--- src/rtl/program_page_pkg.sv ---
// Function
// 12-bit fetch counter, four 2-Kbyte pages
// Counter bit 11 set always hits static page
// Counter bit 11 clear hits selected page
// Static page also reachable when selected below
// Page select at CAh, write-only, no bit-ops
// Software writes page before lower-range fetches
// Calls, returns, interrupts leave page untouched
// Static page holds interrupt, NMI, reset vectors
// Dynamic-to-dynamic moves pass through static page
// No page change inside interrupt service
// RAM image of page updated before write
// Six-level return stack for calls, interrupts
// Two low bits select page; rest unused
// Page select undefined after reset
// Memory address is page joined with PC[10:0]
package program_page_pkg;

  localparam int PC_W    = 12;
  localparam int MEM_AW  = 13;
  localparam int PAGE_W  = 2;
  localparam int DATA_W  = 8;
  localparam int STACK_N = 6;
  localparam int DEPTH_W = 3;

  localparam logic [PAGE_W-1:0]  STATIC_PAGE   = 2'h1;
  localparam logic [PAGE_W-1:0]  PAGE_RESET    = 2'h0;
  localparam logic [DATA_W-1:0]  PAGE_SEL_ADDR = 8'hca;
  localparam logic [DEPTH_W-1:0] DEPTH_FULL    = 3'h6;

  // Vector areas inside the static page
  localparam logic [PC_W-1:0] IRQ_VEC_LO   = 12'hff0;
  localparam logic [PC_W-1:0] IRQ_VEC_HI   = 12'hff7;
  localparam logic [PC_W-1:0] NMI_VEC_LO   = 12'hffc;
  localparam logic [PC_W-1:0] NMI_VEC_HI   = 12'hffd;
  localparam logic [PC_W-1:0] RESET_VEC_LO = 12'hffe;

  typedef enum logic [1:0] {FETCH_CODE, FETCH_IRQ_VEC, FETCH_NMI_VEC, FETCH_RESET_VEC} fetch_class_e;

  // Controller register indices on its software port
  localparam logic [3:0] HREG_FETCH  = 4'h0;
  localparam logic [3:0] HREG_DWRITE = 4'h1;
  localparam logic [3:0] HREG_DBIT   = 4'h2;
  localparam logic [3:0] HREG_CALL   = 4'h3;
  localparam logic [3:0] HREG_RET    = 4'h4;
  localparam logic [3:0] HREG_CTRL   = 4'h5;
  localparam logic [3:0] HREG_STATUS = 4'h6;

  localparam int CTRL_ISR_BIT   = 0;
  localparam int CTRL_ALLOW_BIT = 1;
  localparam int STAT_REFUSED   = 0;
  localparam int STAT_EMPTY     = 1;
  localparam int STAT_IMAGE_LSB = 2;
  localparam int STAT_STATIC    = 4;
  localparam int STAT_SEEN      = 5;

  function automatic logic [MEM_AW-1:0] phys_addr(input logic [PC_W-1:0]   pc,
                                                  input logic [PAGE_W-1:0] page);
    logic [PAGE_W-1:0] eff;
    eff = pc[PC_W-1] ? STATIC_PAGE : page;
    return {eff, pc[PC_W-2:0]};
  endfunction

  function automatic fetch_class_e classify(input logic [PC_W-1:0] pc);
    fetch_class_e c;
    c = FETCH_CODE;
    if (pc >= RESET_VEC_LO)
      c = FETCH_RESET_VEC;
    else if (pc >= NMI_VEC_LO && pc <= NMI_VEC_HI)
      c = FETCH_NMI_VEC;
    else if (pc >= IRQ_VEC_LO && pc <= IRQ_VEC_HI)
      c = FETCH_IRQ_VEC;
    return c;
  endfunction

endpackage

--- src/rtl/program_page_if.sv ---
interface program_page_if;
  import program_page_pkg::*;

  logic                fetch_req;
  logic [PC_W-1:0]     fetch_pc;
  logic                fetch_valid;
  logic [DATA_W-1:0]   fetch_data;
  fetch_class_e        fetch_class;
  logic                data_wr;
  logic                data_bit_op;
  logic [DATA_W-1:0]   data_addr;
  logic [DATA_W-1:0]   data_wdata;
  logic                call_push;
  logic [PC_W-1:0]     call_addr;
  logic                ret_pop;
  logic [PC_W-1:0]     ret_addr;
  logic                stack_empty;

  modport mapper (
    input  fetch_req, fetch_pc, data_wr, data_bit_op, data_addr, data_wdata,
           call_push, call_addr, ret_pop,
    output fetch_valid, fetch_data, fetch_class, ret_addr, stack_empty
  );

  modport core (
    output fetch_req, fetch_pc, data_wr, data_bit_op, data_addr, data_wdata,
           call_push, call_addr, ret_pop,
    input  fetch_valid, fetch_data, fetch_class, ret_addr, stack_empty
  );

endinterface

--- src/rtl/program_page_mapper.sv ---
// Chosen here: strobed register access.
module program_page_mapper
  import program_page_pkg::*;
(
  input  wire logic                          clk_sys_in,          // System clock
  input  wire logic                          rst_in,              // Synchronous reset, active high
  program_page_if.mapper                     core_if,             // Core fetch and data-write side
  output logic [program_page_pkg::MEM_AW-1:0] mem_addr_out,       // Program memory byte address
  output logic                               mem_rd_out,          // Program memory read enable
  input  wire logic [program_page_pkg::DATA_W-1:0] mem_data_in,   // Memory data, valid with mem_rd_out
  output logic [program_page_pkg::PAGE_W-1:0] page_out,           // Current page select value
  output logic                               page_written_out,    // Page select written since reset
  output logic [program_page_pkg::DEPTH_W-1:0] stack_depth_out,   // Return stack fill level
  output logic                               stack_overflow_out,  // Sticky: push onto full stack
  output logic                               stack_underflow_out  // Sticky: pop from empty stack
);
  import program_page_pkg::*;

  logic [PAGE_W-1:0]  page_reg;
  logic               page_written_reg;
  logic               page_wr;
  logic [MEM_AW-1:0]  mem_addr_reg;
  logic               mem_rd_reg;
  fetch_class_e       pend_class_reg;
  logic               fetch_valid_reg;
  logic [DATA_W-1:0]  fetch_data_reg;
  fetch_class_e       fetch_class_reg;
  logic [PC_W-1:0]    stack_reg [STACK_N];
  logic [DEPTH_W-1:0] depth_reg;
  logic [DEPTH_W-1:0] depth_next;
  logic [PC_W-1:0]    ret_addr_reg;
  logic               overflow_reg;
  logic               underflow_reg;
  logic               do_push;
  logic               do_pop;
  logic [PC_W-1:0]    pop_value;

  // Level tests shared by the depth, pop, flag and empty logic
  function automatic logic level_full(input logic [DEPTH_W-1:0] lvl);
    return lvl == DEPTH_FULL;
  endfunction

  function automatic logic level_none(input logic [DEPTH_W-1:0] lvl);
    return lvl == '0;
  endfunction

  // Page select write decode: whole-byte writes to its data address only.
  // Bit-set/clear cycles are ignored since the hardware cannot merge them.
  always_comb
  begin
    page_wr = 1'b0;
    if (core_if.data_wr && !core_if.data_bit_op && core_if.data_addr == PAGE_SEL_ADDR)
      page_wr = 1'b1;
  end

  // Reset gives a fixed value only so simulation stays clean; software may not rely on it
  always_ff @(posedge clk_sys_in)
  begin
    if (rst_in)
      page_reg <= PAGE_RESET;
    else if (page_wr)
      page_reg <= core_if.data_wdata[PAGE_W-1:0];
  end

  // Only data writes touch the page; stack traffic never does
  always_ff @(posedge clk_sys_in)
  begin
    if (rst_in)
      page_written_reg <= 1'b0;
    else if (page_wr)
      page_written_reg <= 1'b1;
  end

  // Fetch stage 1: translate the counter into a physical address.
  // A page write landing in the same cycle only affects later fetches,
  // so software must let the write settle before jumping low.
  always_ff @(posedge clk_sys_in)
  begin
    if (rst_in)
    begin
      mem_addr_reg   <= '0;
      mem_rd_reg     <= 1'b0;
      pend_class_reg <= FETCH_CODE;
    end
    else
    begin
      mem_rd_reg <= core_if.fetch_req;
      if (core_if.fetch_req)
      begin
        // Upper half forced to static page, lower half follows page select
        mem_addr_reg   <= phys_addr(core_if.fetch_pc, page_reg);
        pend_class_reg <= classify(core_if.fetch_pc);
      end
    end
  end

  // Fetch stage 2: capture memory data; memory answers in the read cycle
  always_ff @(posedge clk_sys_in)
  begin
    if (rst_in)
    begin
      fetch_valid_reg <= 1'b0;
      fetch_data_reg  <= '0;
      fetch_class_reg <= FETCH_CODE;
    end
    else
    begin
      fetch_valid_reg <= mem_rd_reg;
      if (mem_rd_reg)
      begin
        fetch_data_reg  <= mem_data_in;
        fetch_class_reg <= pend_class_reg;
      end
    end
  end

  // A simultaneous push and pop is illegal; push wins so no address is lost
  assign do_push = core_if.call_push;
  assign do_pop  = core_if.ret_pop && !core_if.call_push;

  // Depth saturates at six; the overflow flag records the lost entry
  always_comb
  begin
    depth_next = depth_reg;
    if (do_push && !level_full(depth_reg))
      depth_next = depth_reg + 3'h1;
    else if (do_pop && !level_none(depth_reg))
      depth_next = depth_reg - 3'h1;
  end

  // Pop on an empty stack returns zero rather than a stale entry
  always_comb
  begin
    pop_value = '0;
    if (!level_none(depth_reg))
      pop_value = stack_reg[0];
  end

  // Six-entry shift stack: entry 0 is the top; a push when full drops the oldest
  always_ff @(posedge clk_sys_in)
  begin
    if (rst_in)
    begin
      for (int i = 0; i < STACK_N; i++)
        stack_reg[i] <= '0;
    end
    else if (do_push)
    begin
      stack_reg[0] <= core_if.call_addr;
      for (int i = 1; i < STACK_N; i++)
        stack_reg[i] <= stack_reg[i-1];
    end
    else if (do_pop)
    begin
      for (int i = 0; i < STACK_N - 1; i++)
        stack_reg[i] <= stack_reg[i+1];
      stack_reg[STACK_N-1] <= '0;
    end
  end

  always_ff @(posedge clk_sys_in)
  begin
    if (rst_in)
      depth_reg <= '0;
    else
      depth_reg <= depth_next;
  end

  // Popped address holds until the next pop, so software may read it late
  always_ff @(posedge clk_sys_in)
  begin
    if (rst_in)
      ret_addr_reg <= '0;
    else if (do_pop)
      ret_addr_reg <= pop_value;
  end

  // Sticky misuse flags, cleared only by reset so software can poll them late
  always_ff @(posedge clk_sys_in)
  begin
    if (rst_in)
      overflow_reg <= 1'b0;
    else if (do_push && level_full(depth_reg))
      overflow_reg <= 1'b1;
  end

  always_ff @(posedge clk_sys_in)
  begin
    if (rst_in)
      underflow_reg <= 1'b0;
    else if (do_pop && level_none(depth_reg))
      underflow_reg <= 1'b1;
  end

  // Every output below is a register or a plain decode of one
  assign core_if.fetch_valid = fetch_valid_reg;
  assign core_if.fetch_data  = fetch_data_reg;
  assign core_if.fetch_class = fetch_class_reg;
  assign core_if.ret_addr    = ret_addr_reg;
  assign core_if.stack_empty = level_none(depth_reg);

  assign mem_addr_out        = mem_addr_reg;
  assign mem_rd_out          = mem_rd_reg;
  assign page_out            = page_reg;
  assign page_written_out    = page_written_reg;
  assign stack_depth_out     = depth_reg;
  assign stack_overflow_out  = overflow_reg;
  assign stack_underflow_out = underflow_reg;

endmodule

--- src/flat_wrapper.sv ---
// flat-port wrapper written by rule: the top's interface ports become plain ports
module program_page_mapper_flat import program_page_pkg::*;
  (clk_sys_in, rst_in, mem_addr_out, mem_rd_out, mem_data_in, page_out, page_written_out, stack_depth_out, stack_overflow_out, stack_underflow_out, core_if_fetch_req, core_if_fetch_pc, core_if_data_wr, core_if_data_bit_op, core_if_data_addr, core_if_data_wdata, core_if_call_push, core_if_call_addr, core_if_ret_pop, core_if_fetch_valid, core_if_fetch_data, core_if_fetch_class, core_if_ret_addr, core_if_stack_empty);
  program_page_if core_if_i ();
  input  wire logic clk_sys_in;
  input  wire logic rst_in;
  output logic [program_page_pkg::MEM_AW-1:0] mem_addr_out;
  output logic mem_rd_out;
  input  wire logic [program_page_pkg::DATA_W-1:0] mem_data_in;
  output logic [program_page_pkg::PAGE_W-1:0] page_out;
  output logic page_written_out;
  output logic [program_page_pkg::DEPTH_W-1:0] stack_depth_out;
  output logic stack_overflow_out;
  output logic stack_underflow_out;
  input wire logic [$bits(core_if_i.fetch_req)-1:0] core_if_fetch_req;
  input wire logic [$bits(core_if_i.fetch_pc)-1:0] core_if_fetch_pc;
  input wire logic [$bits(core_if_i.data_wr)-1:0] core_if_data_wr;
  input wire logic [$bits(core_if_i.data_bit_op)-1:0] core_if_data_bit_op;
  input wire logic [$bits(core_if_i.data_addr)-1:0] core_if_data_addr;
  input wire logic [$bits(core_if_i.data_wdata)-1:0] core_if_data_wdata;
  input wire logic [$bits(core_if_i.call_push)-1:0] core_if_call_push;
  input wire logic [$bits(core_if_i.call_addr)-1:0] core_if_call_addr;
  input wire logic [$bits(core_if_i.ret_pop)-1:0] core_if_ret_pop;
  output wire logic [$bits(core_if_i.fetch_valid)-1:0] core_if_fetch_valid;
  output wire logic [$bits(core_if_i.fetch_data)-1:0] core_if_fetch_data;
  output wire logic [$bits(core_if_i.fetch_class)-1:0] core_if_fetch_class;
  output wire logic [$bits(core_if_i.ret_addr)-1:0] core_if_ret_addr;
  output wire logic [$bits(core_if_i.stack_empty)-1:0] core_if_stack_empty;
  assign core_if_i.fetch_req = core_if_fetch_req;
  assign core_if_i.fetch_pc = core_if_fetch_pc;
  assign core_if_i.data_wr = core_if_data_wr;
  assign core_if_i.data_bit_op = core_if_data_bit_op;
  assign core_if_i.data_addr = core_if_data_addr;
  assign core_if_i.data_wdata = core_if_data_wdata;
  assign core_if_i.call_push = core_if_call_push;
  assign core_if_i.call_addr = core_if_call_addr;
  assign core_if_i.ret_pop = core_if_ret_pop;
  assign core_if_fetch_valid = core_if_i.fetch_valid;
  assign core_if_fetch_data = core_if_i.fetch_data;
  assign core_if_fetch_class = core_if_i.fetch_class;
  assign core_if_ret_addr = core_if_i.ret_addr;
  assign core_if_stack_empty = core_if_i.stack_empty;
  program_page_mapper u_core (.clk_sys_in(clk_sys_in), .rst_in(rst_in), .core_if(core_if_i), .mem_addr_out(mem_addr_out), .mem_rd_out(mem_rd_out), .mem_data_in(mem_data_in), .page_out(page_out), .page_written_out(page_written_out), .stack_depth_out(stack_depth_out), .stack_overflow_out(stack_overflow_out), .stack_underflow_out(stack_underflow_out));
endmodule
--- config.mk ---
export PLATFORM = sky130hd
export DESIGN_NAME = program_page_mapper_flat
export DESIGN_NICKNAME = d
export VERILOG_FILES = /design/src/rtl/program_page_pkg.sv /design/src/rtl/program_page_if.sv /design/src/rtl/program_page_mapper.sv /design/src/flat_wrapper.sv
export SDC_FILE = /design/constraint.sdc
export NUM_CORES = 1
export LEC_CHECK = 0
export BUFFER_PORTS_ARGS = -buffer_cell sky130_fd_sc_hd__buf_2
export CORE_MARGIN = 2
export CORE_UTILIZATION = 50
export DETAILED_ROUTE_END_ITERATION = 8
export GPL_TIMING_DRIVEN = 1
export MAX_ROUTING_LAYER = met4
export PLACE_DENSITY = 0.82
export SYNTH_ARGS = -nofsm -noshare
export SYNTH_HDL_FRONTEND = slang
export SYNTH_SLANG_ARGS = --single-unit
--- constraint.sdc ---
create_clock -name clk_sys_in -period 7.4 [get_ports clk_sys_in]
set_input_delay 0.37 -clock clk_sys_in [delete_from_list [all_inputs] [get_ports clk_sys_in]]
set_output_delay 0.37 -clock clk_sys_in [all_outputs]
set_load 0.03 [all_outputs]
======== After elaboration in Yosys (flattened, before gate mapping) ========
Memories as Yosys holds them, arrays and structs flattened.
Index checks and enable logic that the tools add are counted.
storage, ports and cells
  flip-flop bits (word level) ............. 47
  memory bits (writable) .................. 72
  input bits .............................. 55
  output and inout port bits .............. 46
  word-level logic and storage cells ...... 78
  memories ................................ 1
memories
  name              words  width  read ports  clocked after memory_dff  wr ports  line                       text
  u_core.stack_reg  6      12     6           0                         6         program_page_mapper.sv:28  logic [PC_W-1:0] stack_reg [STACK_N];
cells by class
  add/sub/neg operators ................... 2
  order comparisons ....................... 5
  equal/unequal tests ..................... 2
  multiplexer cells ....................... 29
  bitwise operators ....................... 12
  reduce and logical (&&, ||, !) cells .... 15
operators with widths
  operator                                                            number
  12-bit two-way mux                                                  13
  12-bit >= comparator, second input constant                         3
  12-bit less-or-equal comparator, second input constant              2
  1-bit OR                                                            12
  1-bit two-way mux                                                   11
  1-bit logical AND                                                   9
  8-bit equality test, second input constant                          1
  2-bit two-way mux                                                   3
  3-bit two-way mux                                                   2
  1-bit zero test                                                     4
  3-bit by 1-bit adder with 3-bit output, second input constant       1
  3-bit equality test, second input constant                          1
  3-bit zero test                                                     1
  3-bit by 1-bit subtractor with 3-bit output, second input constant  1
  2-bit nonzero test                                                  1

======== Logic depth before layout (Yosys ltp) ========
  word-level depth ........................ 7
  depth in mapped cells ................... 6
  gate-level depth less buffers ........... 6

======== Least setup slack after synthesis ========
OpenSTA, ideal clock, no wires.
  path type ............................... input port to flip-flop
  start ................................... input rst_in
  end ..................................... memory u_core.stack_reg[0][0] (enable)
  library setup time ...................... 420 ps
  arrival time ............................ 2210 ps
  data required time ...................... 6980 ps
  slack ................................... 4770 ps
  stages on the path ...................... 3
  path buffers ............................ 2
  cells stage by stage .................... clkbuf_1 clkbuf_1 or3_1
RTL lines
  element      line                       text
  from (decl)  flat_wrapper.sv:6          input wire logic rst_in;
  to (decl)    program_page_mapper.sv:28

======== Final worst setup path ========
  start ................................... register u_core.depth_reg[2], in the netlist u_core.stack_depth_out[2]
  end ..................................... output core_if_stack_empty
on the way
  longest elaborated chain between the ends .. 1
RTL lines
  element                 line                        text
  from (decl)             program_page_mapper.sv:29   logic [DEPTH_W-1:0] depth_reg;
  from (signal assigned)  program_page_mapper.sv:166  depth_reg <= depth_next;
  3-bit zero test         program_page_mapper.sv:44   return lvl == '0;
  to (decl)               flat_wrapper.sv:28          output wire logic [$bits(core_if_i.stack_empty)-1:0] core_if_stack_empty;
Every way passes these cells.

==> impl_metrics.py <==
metrics = {
    "status": {
        "status": "complete, no violations",
    },
    "global_routing": {
        "antenna_found_initial": 0,
        "gr-total-overflow": 0,
        "grt_pass1_wl_um": 15600,
        "grt_use_total": 0.210,
        "grt_pass1_vias": 3191,
        "grt_max_degree": 73,
    },
    "clock_tree": {
        "clock_path_buffers": 2,
        "cts_setup_buffers": 0,
        "cts-resized-gates": 0,
        "htreeDepth": 4,
        "clkTransAtPathRegs_ns": 0.06,
        "root_buffer": "clkbuf_8",
        "clkSinkCount": 119,
        "cts-buffers-inserted": 17,
        "ctsHoldBuffers": 0,
        "cts_tree": "yes",
        "clk_latency_ns": 0.52,
    },
    "power": {
        "p_int_uw": 1420,
        "clkPwrFrac": 0.498,
        "powerDensity_nw_per_um2": 315,
        "peakVddDrop_mv": 0.201,
        "switching_share": 0.235,
        "seqPwrFrac": 0.419,
        "pwr-share-comb": 0.083,
        "power.leakage_uw": 0.00253,
        "switchingPower_uw": 435,
    },
    "floorplanning": {
        "rows": 35,
        "ioPinCount": 101,
        "start_util": 0.512,
        "die_h_um": 101,
        "core_um2": 9150,
        "dieArea_um2": 10200,
        "die_x_um": 101,
    },
    "min_path": {
        "min_from": "mem_data_in[7]",
        "worstHoldPathType": "in2reg",
    },
    "run": {
        "max_cap_violations": 0,
    },
    "logic_synthesis": {
        "synth_area_um2": 4690,
        "synth-seq-cells": 119,
        "seq_area_frac_synth": 0.662,
        "synth_fp_nets": 415,
        "synth_cell_types": 34,
        "ys_warn_count": 0,
        "syn_inst": 359,
        "synth_area_per_cell_um2": 13.1,
    },
    "setup_path": {
        "reg2regPathDepth": 6,
        "cp_max_fo": 14,
        "worstPathArrival_ns": 1.92,
        "critPathKind": "reg2out",
        "r2r_setup_slack_ns": 5.51,
        "cp.required_ns": 7.03,
        "startpoint_type": "flop",
        "setup.worst_path.end": "core_if_stack_empty",
        "crit_path_start": "u_core.stack_depth_out[2]",
        "timing.rr.start": "u_core.stack_depth_out[0]",
        "r2r-end": "u_core.stack_depth_out[1]",
        "critPathCaptureType": "primary output",
    },
    "sta": {
        "tightestPinTransition_ns": 0.991,
        "slew_headroom": 0.339,
        "clock.fmax_mhz": 437,
        "fin_skew_ns": 0.00682,
        "final.min_clock_period_ns": 2.29,
        "setup_ws_ns": 5.11,
        "slew_violations": 0,
        "fin_crit_sh": 0.309,
        "fin_setup_tns_ns": 0,
        "rsz0062_at_grt": "false",
        "setup_viol": 0,
        "final-hold-violation-count": 0,
    },
    "route": {
        "drc": 0,
        "routed_via_density": 5.68,
        "drt-total-wl_um": 9820,
        "avgRoutedWirePerCell_um": 17.2,
        "drtIter0Drc": 269,
        "antenna_left": 0,
        "vias": 3242,
        "first_pass_iters": 4,
    },
    "layout": {
        "syn2layout_area_growth_pct": 25.4,
        "nFillCells": 663,
        "final_common_cell": "buf_2",
        "layout_common_cells": "buf_2 (94), edfxtp_1 (72), a22o_1 (60)",
        "antenna_cells": 0,
        "layout-drive-gt1-share": 0.289,
        "final_nets": 503,
        "largest_register_ffs": 72,
    },
    "placed_design": {
        "io_buffers": 94,
        "place_congestion": 0.765,
        "dp_slack_ns": 4.99,
        "dp_hpwl_um": 5860,
    },
}
[power by group through the flow]
stage | Sequential, µW | Clock (µW) | Combinational, µW
3_5_place_dp | 787 | 0 | 152
3_3_place_gp | 785 | 0 | 147
5_1_grt | 781 | 960 | 165
2_1_floorplan | 806 | 0 | 82.2
4_1_cts | 776 | 933 | 153
6_report | 776 | 923 | 153
[synthesized netlist by cell type]
library cell / instances / area share
mux2i_1: 23 / 0.049
nor4bb_1: 1 / 0.0021
and4_1: 3 / 0.0056
a31oi_1: 2 / 0.0027
nand4_1: 1 / 0.0013
nand2_1: 14 / 0.011
inv_1: 2 / 0.0016
o21ai_0: 4 / 0.0043
a21bo_2: 1 / 0.0021
nor3b_1: 1 / 0.0016
buf_2: 13 / 0.014
and3_1: 1 / 0.0013
edfxtp_1: 72 / 0.46
and3b_1: 1 / 0.0019
a21o_1: 1 / 0.0016
a211oi_1: 1 / 0.0016
a21oi_1: 17 / 0.018
and2_1: 13 / 0.017
o21ba_2: 1 / 0.0021
buf_1: 1 / 0.00080
nand3b_1: 2 / 0.0032
nor2_1: 29 / 0.023
mux2_1: 1 / 0.0024
or3_1: 3 / 0.0040
nor4b_1: 1 / 0.0019
a41oi_1: 1 / 0.0019
nand2b_1: 8 / 0.011
dfxtp_1: 47 / 0.20
a22o_1: 60 / 0.11
a32oi_1: 1 / 0.0019
nor2b_1: 5 / 0.0067
fa_1: 1 / 0.0043
nand3_1: 13 / 0.014
clkbuf_1: 14 / 0.011
[cell type report]
type                    count  area, µm²  share of cell area
flip-flops and latches    119       3100               0.528
multi-input cells         210       1470               0.250
repair buffers             97        493              0.0839
clock buffers              17        414              0.0705
clock inverters            15        248              0.0422
well taps                 111        139              0.0236
inverters                   2       7.51             0.00128
[worst max-delay path, stage by stage (launching register included)]
cell	delay [ns]
dfxtp_1	0.38
or3_1	0.63
inv_1	0.17
buf_2	0.22
[logic make-up after synthesis]
logic type      share of synthesized area
compound gates                      0.148
fa+ha+maj                         0.00427
buf+inv                            0.0275
flops                               0.662
mux                                0.0515
simple gates                        0.106
[per-stage QoR]
step / util / cell area (µm²) / hold slack (ns) / power [µW] / std cells
final: 0.642 / 5870 / 0.0863 / 1850 / 571
after global routing: 0.642 / 5870 / 0.0755 / 1910 / 571
after CTS: 0.642 / 5870 / 0.0673 / 1860 / 571
after detailed placement: 0.570 / 5210 / 0.442 / 939 / 539
after global placement: 0.570 / 5210 / 0.437 / 932 / 539
after floorplan: - / 4690 / 0.445 / 888 / 359
[metal layers]
layer / GRT usage / vias up / share of wire
met5: - / - / 0
met2: 0.316 / 131 / 0.48
met3: 0.0700 / 25 / 0.064
met1: 0.260 / 1554 / 0.44
li1: - / 1532 / -
met4: 0.0864 / 0 / 0.018
[how the worst min path moves through the flow]
stage                                               to  slack [ns]  depth (start not counted)
after floorplan               u_core.pend_class_reg[1]        0.45                          2
after CTS                 u_core.core_if.fetch_data[7]        0.07                          3
final                     u_core.core_if.fetch_data[7]        0.09                          3
after detailed placement    u_core.core_if.ret_addr[6]        0.44                          2
after global placement      u_core.core_if.ret_addr[8]        0.44                          2
after global routing      u_core.core_if.fetch_data[0]        0.08                          3
Note: power is estimated with default switching activity, not from simulation.
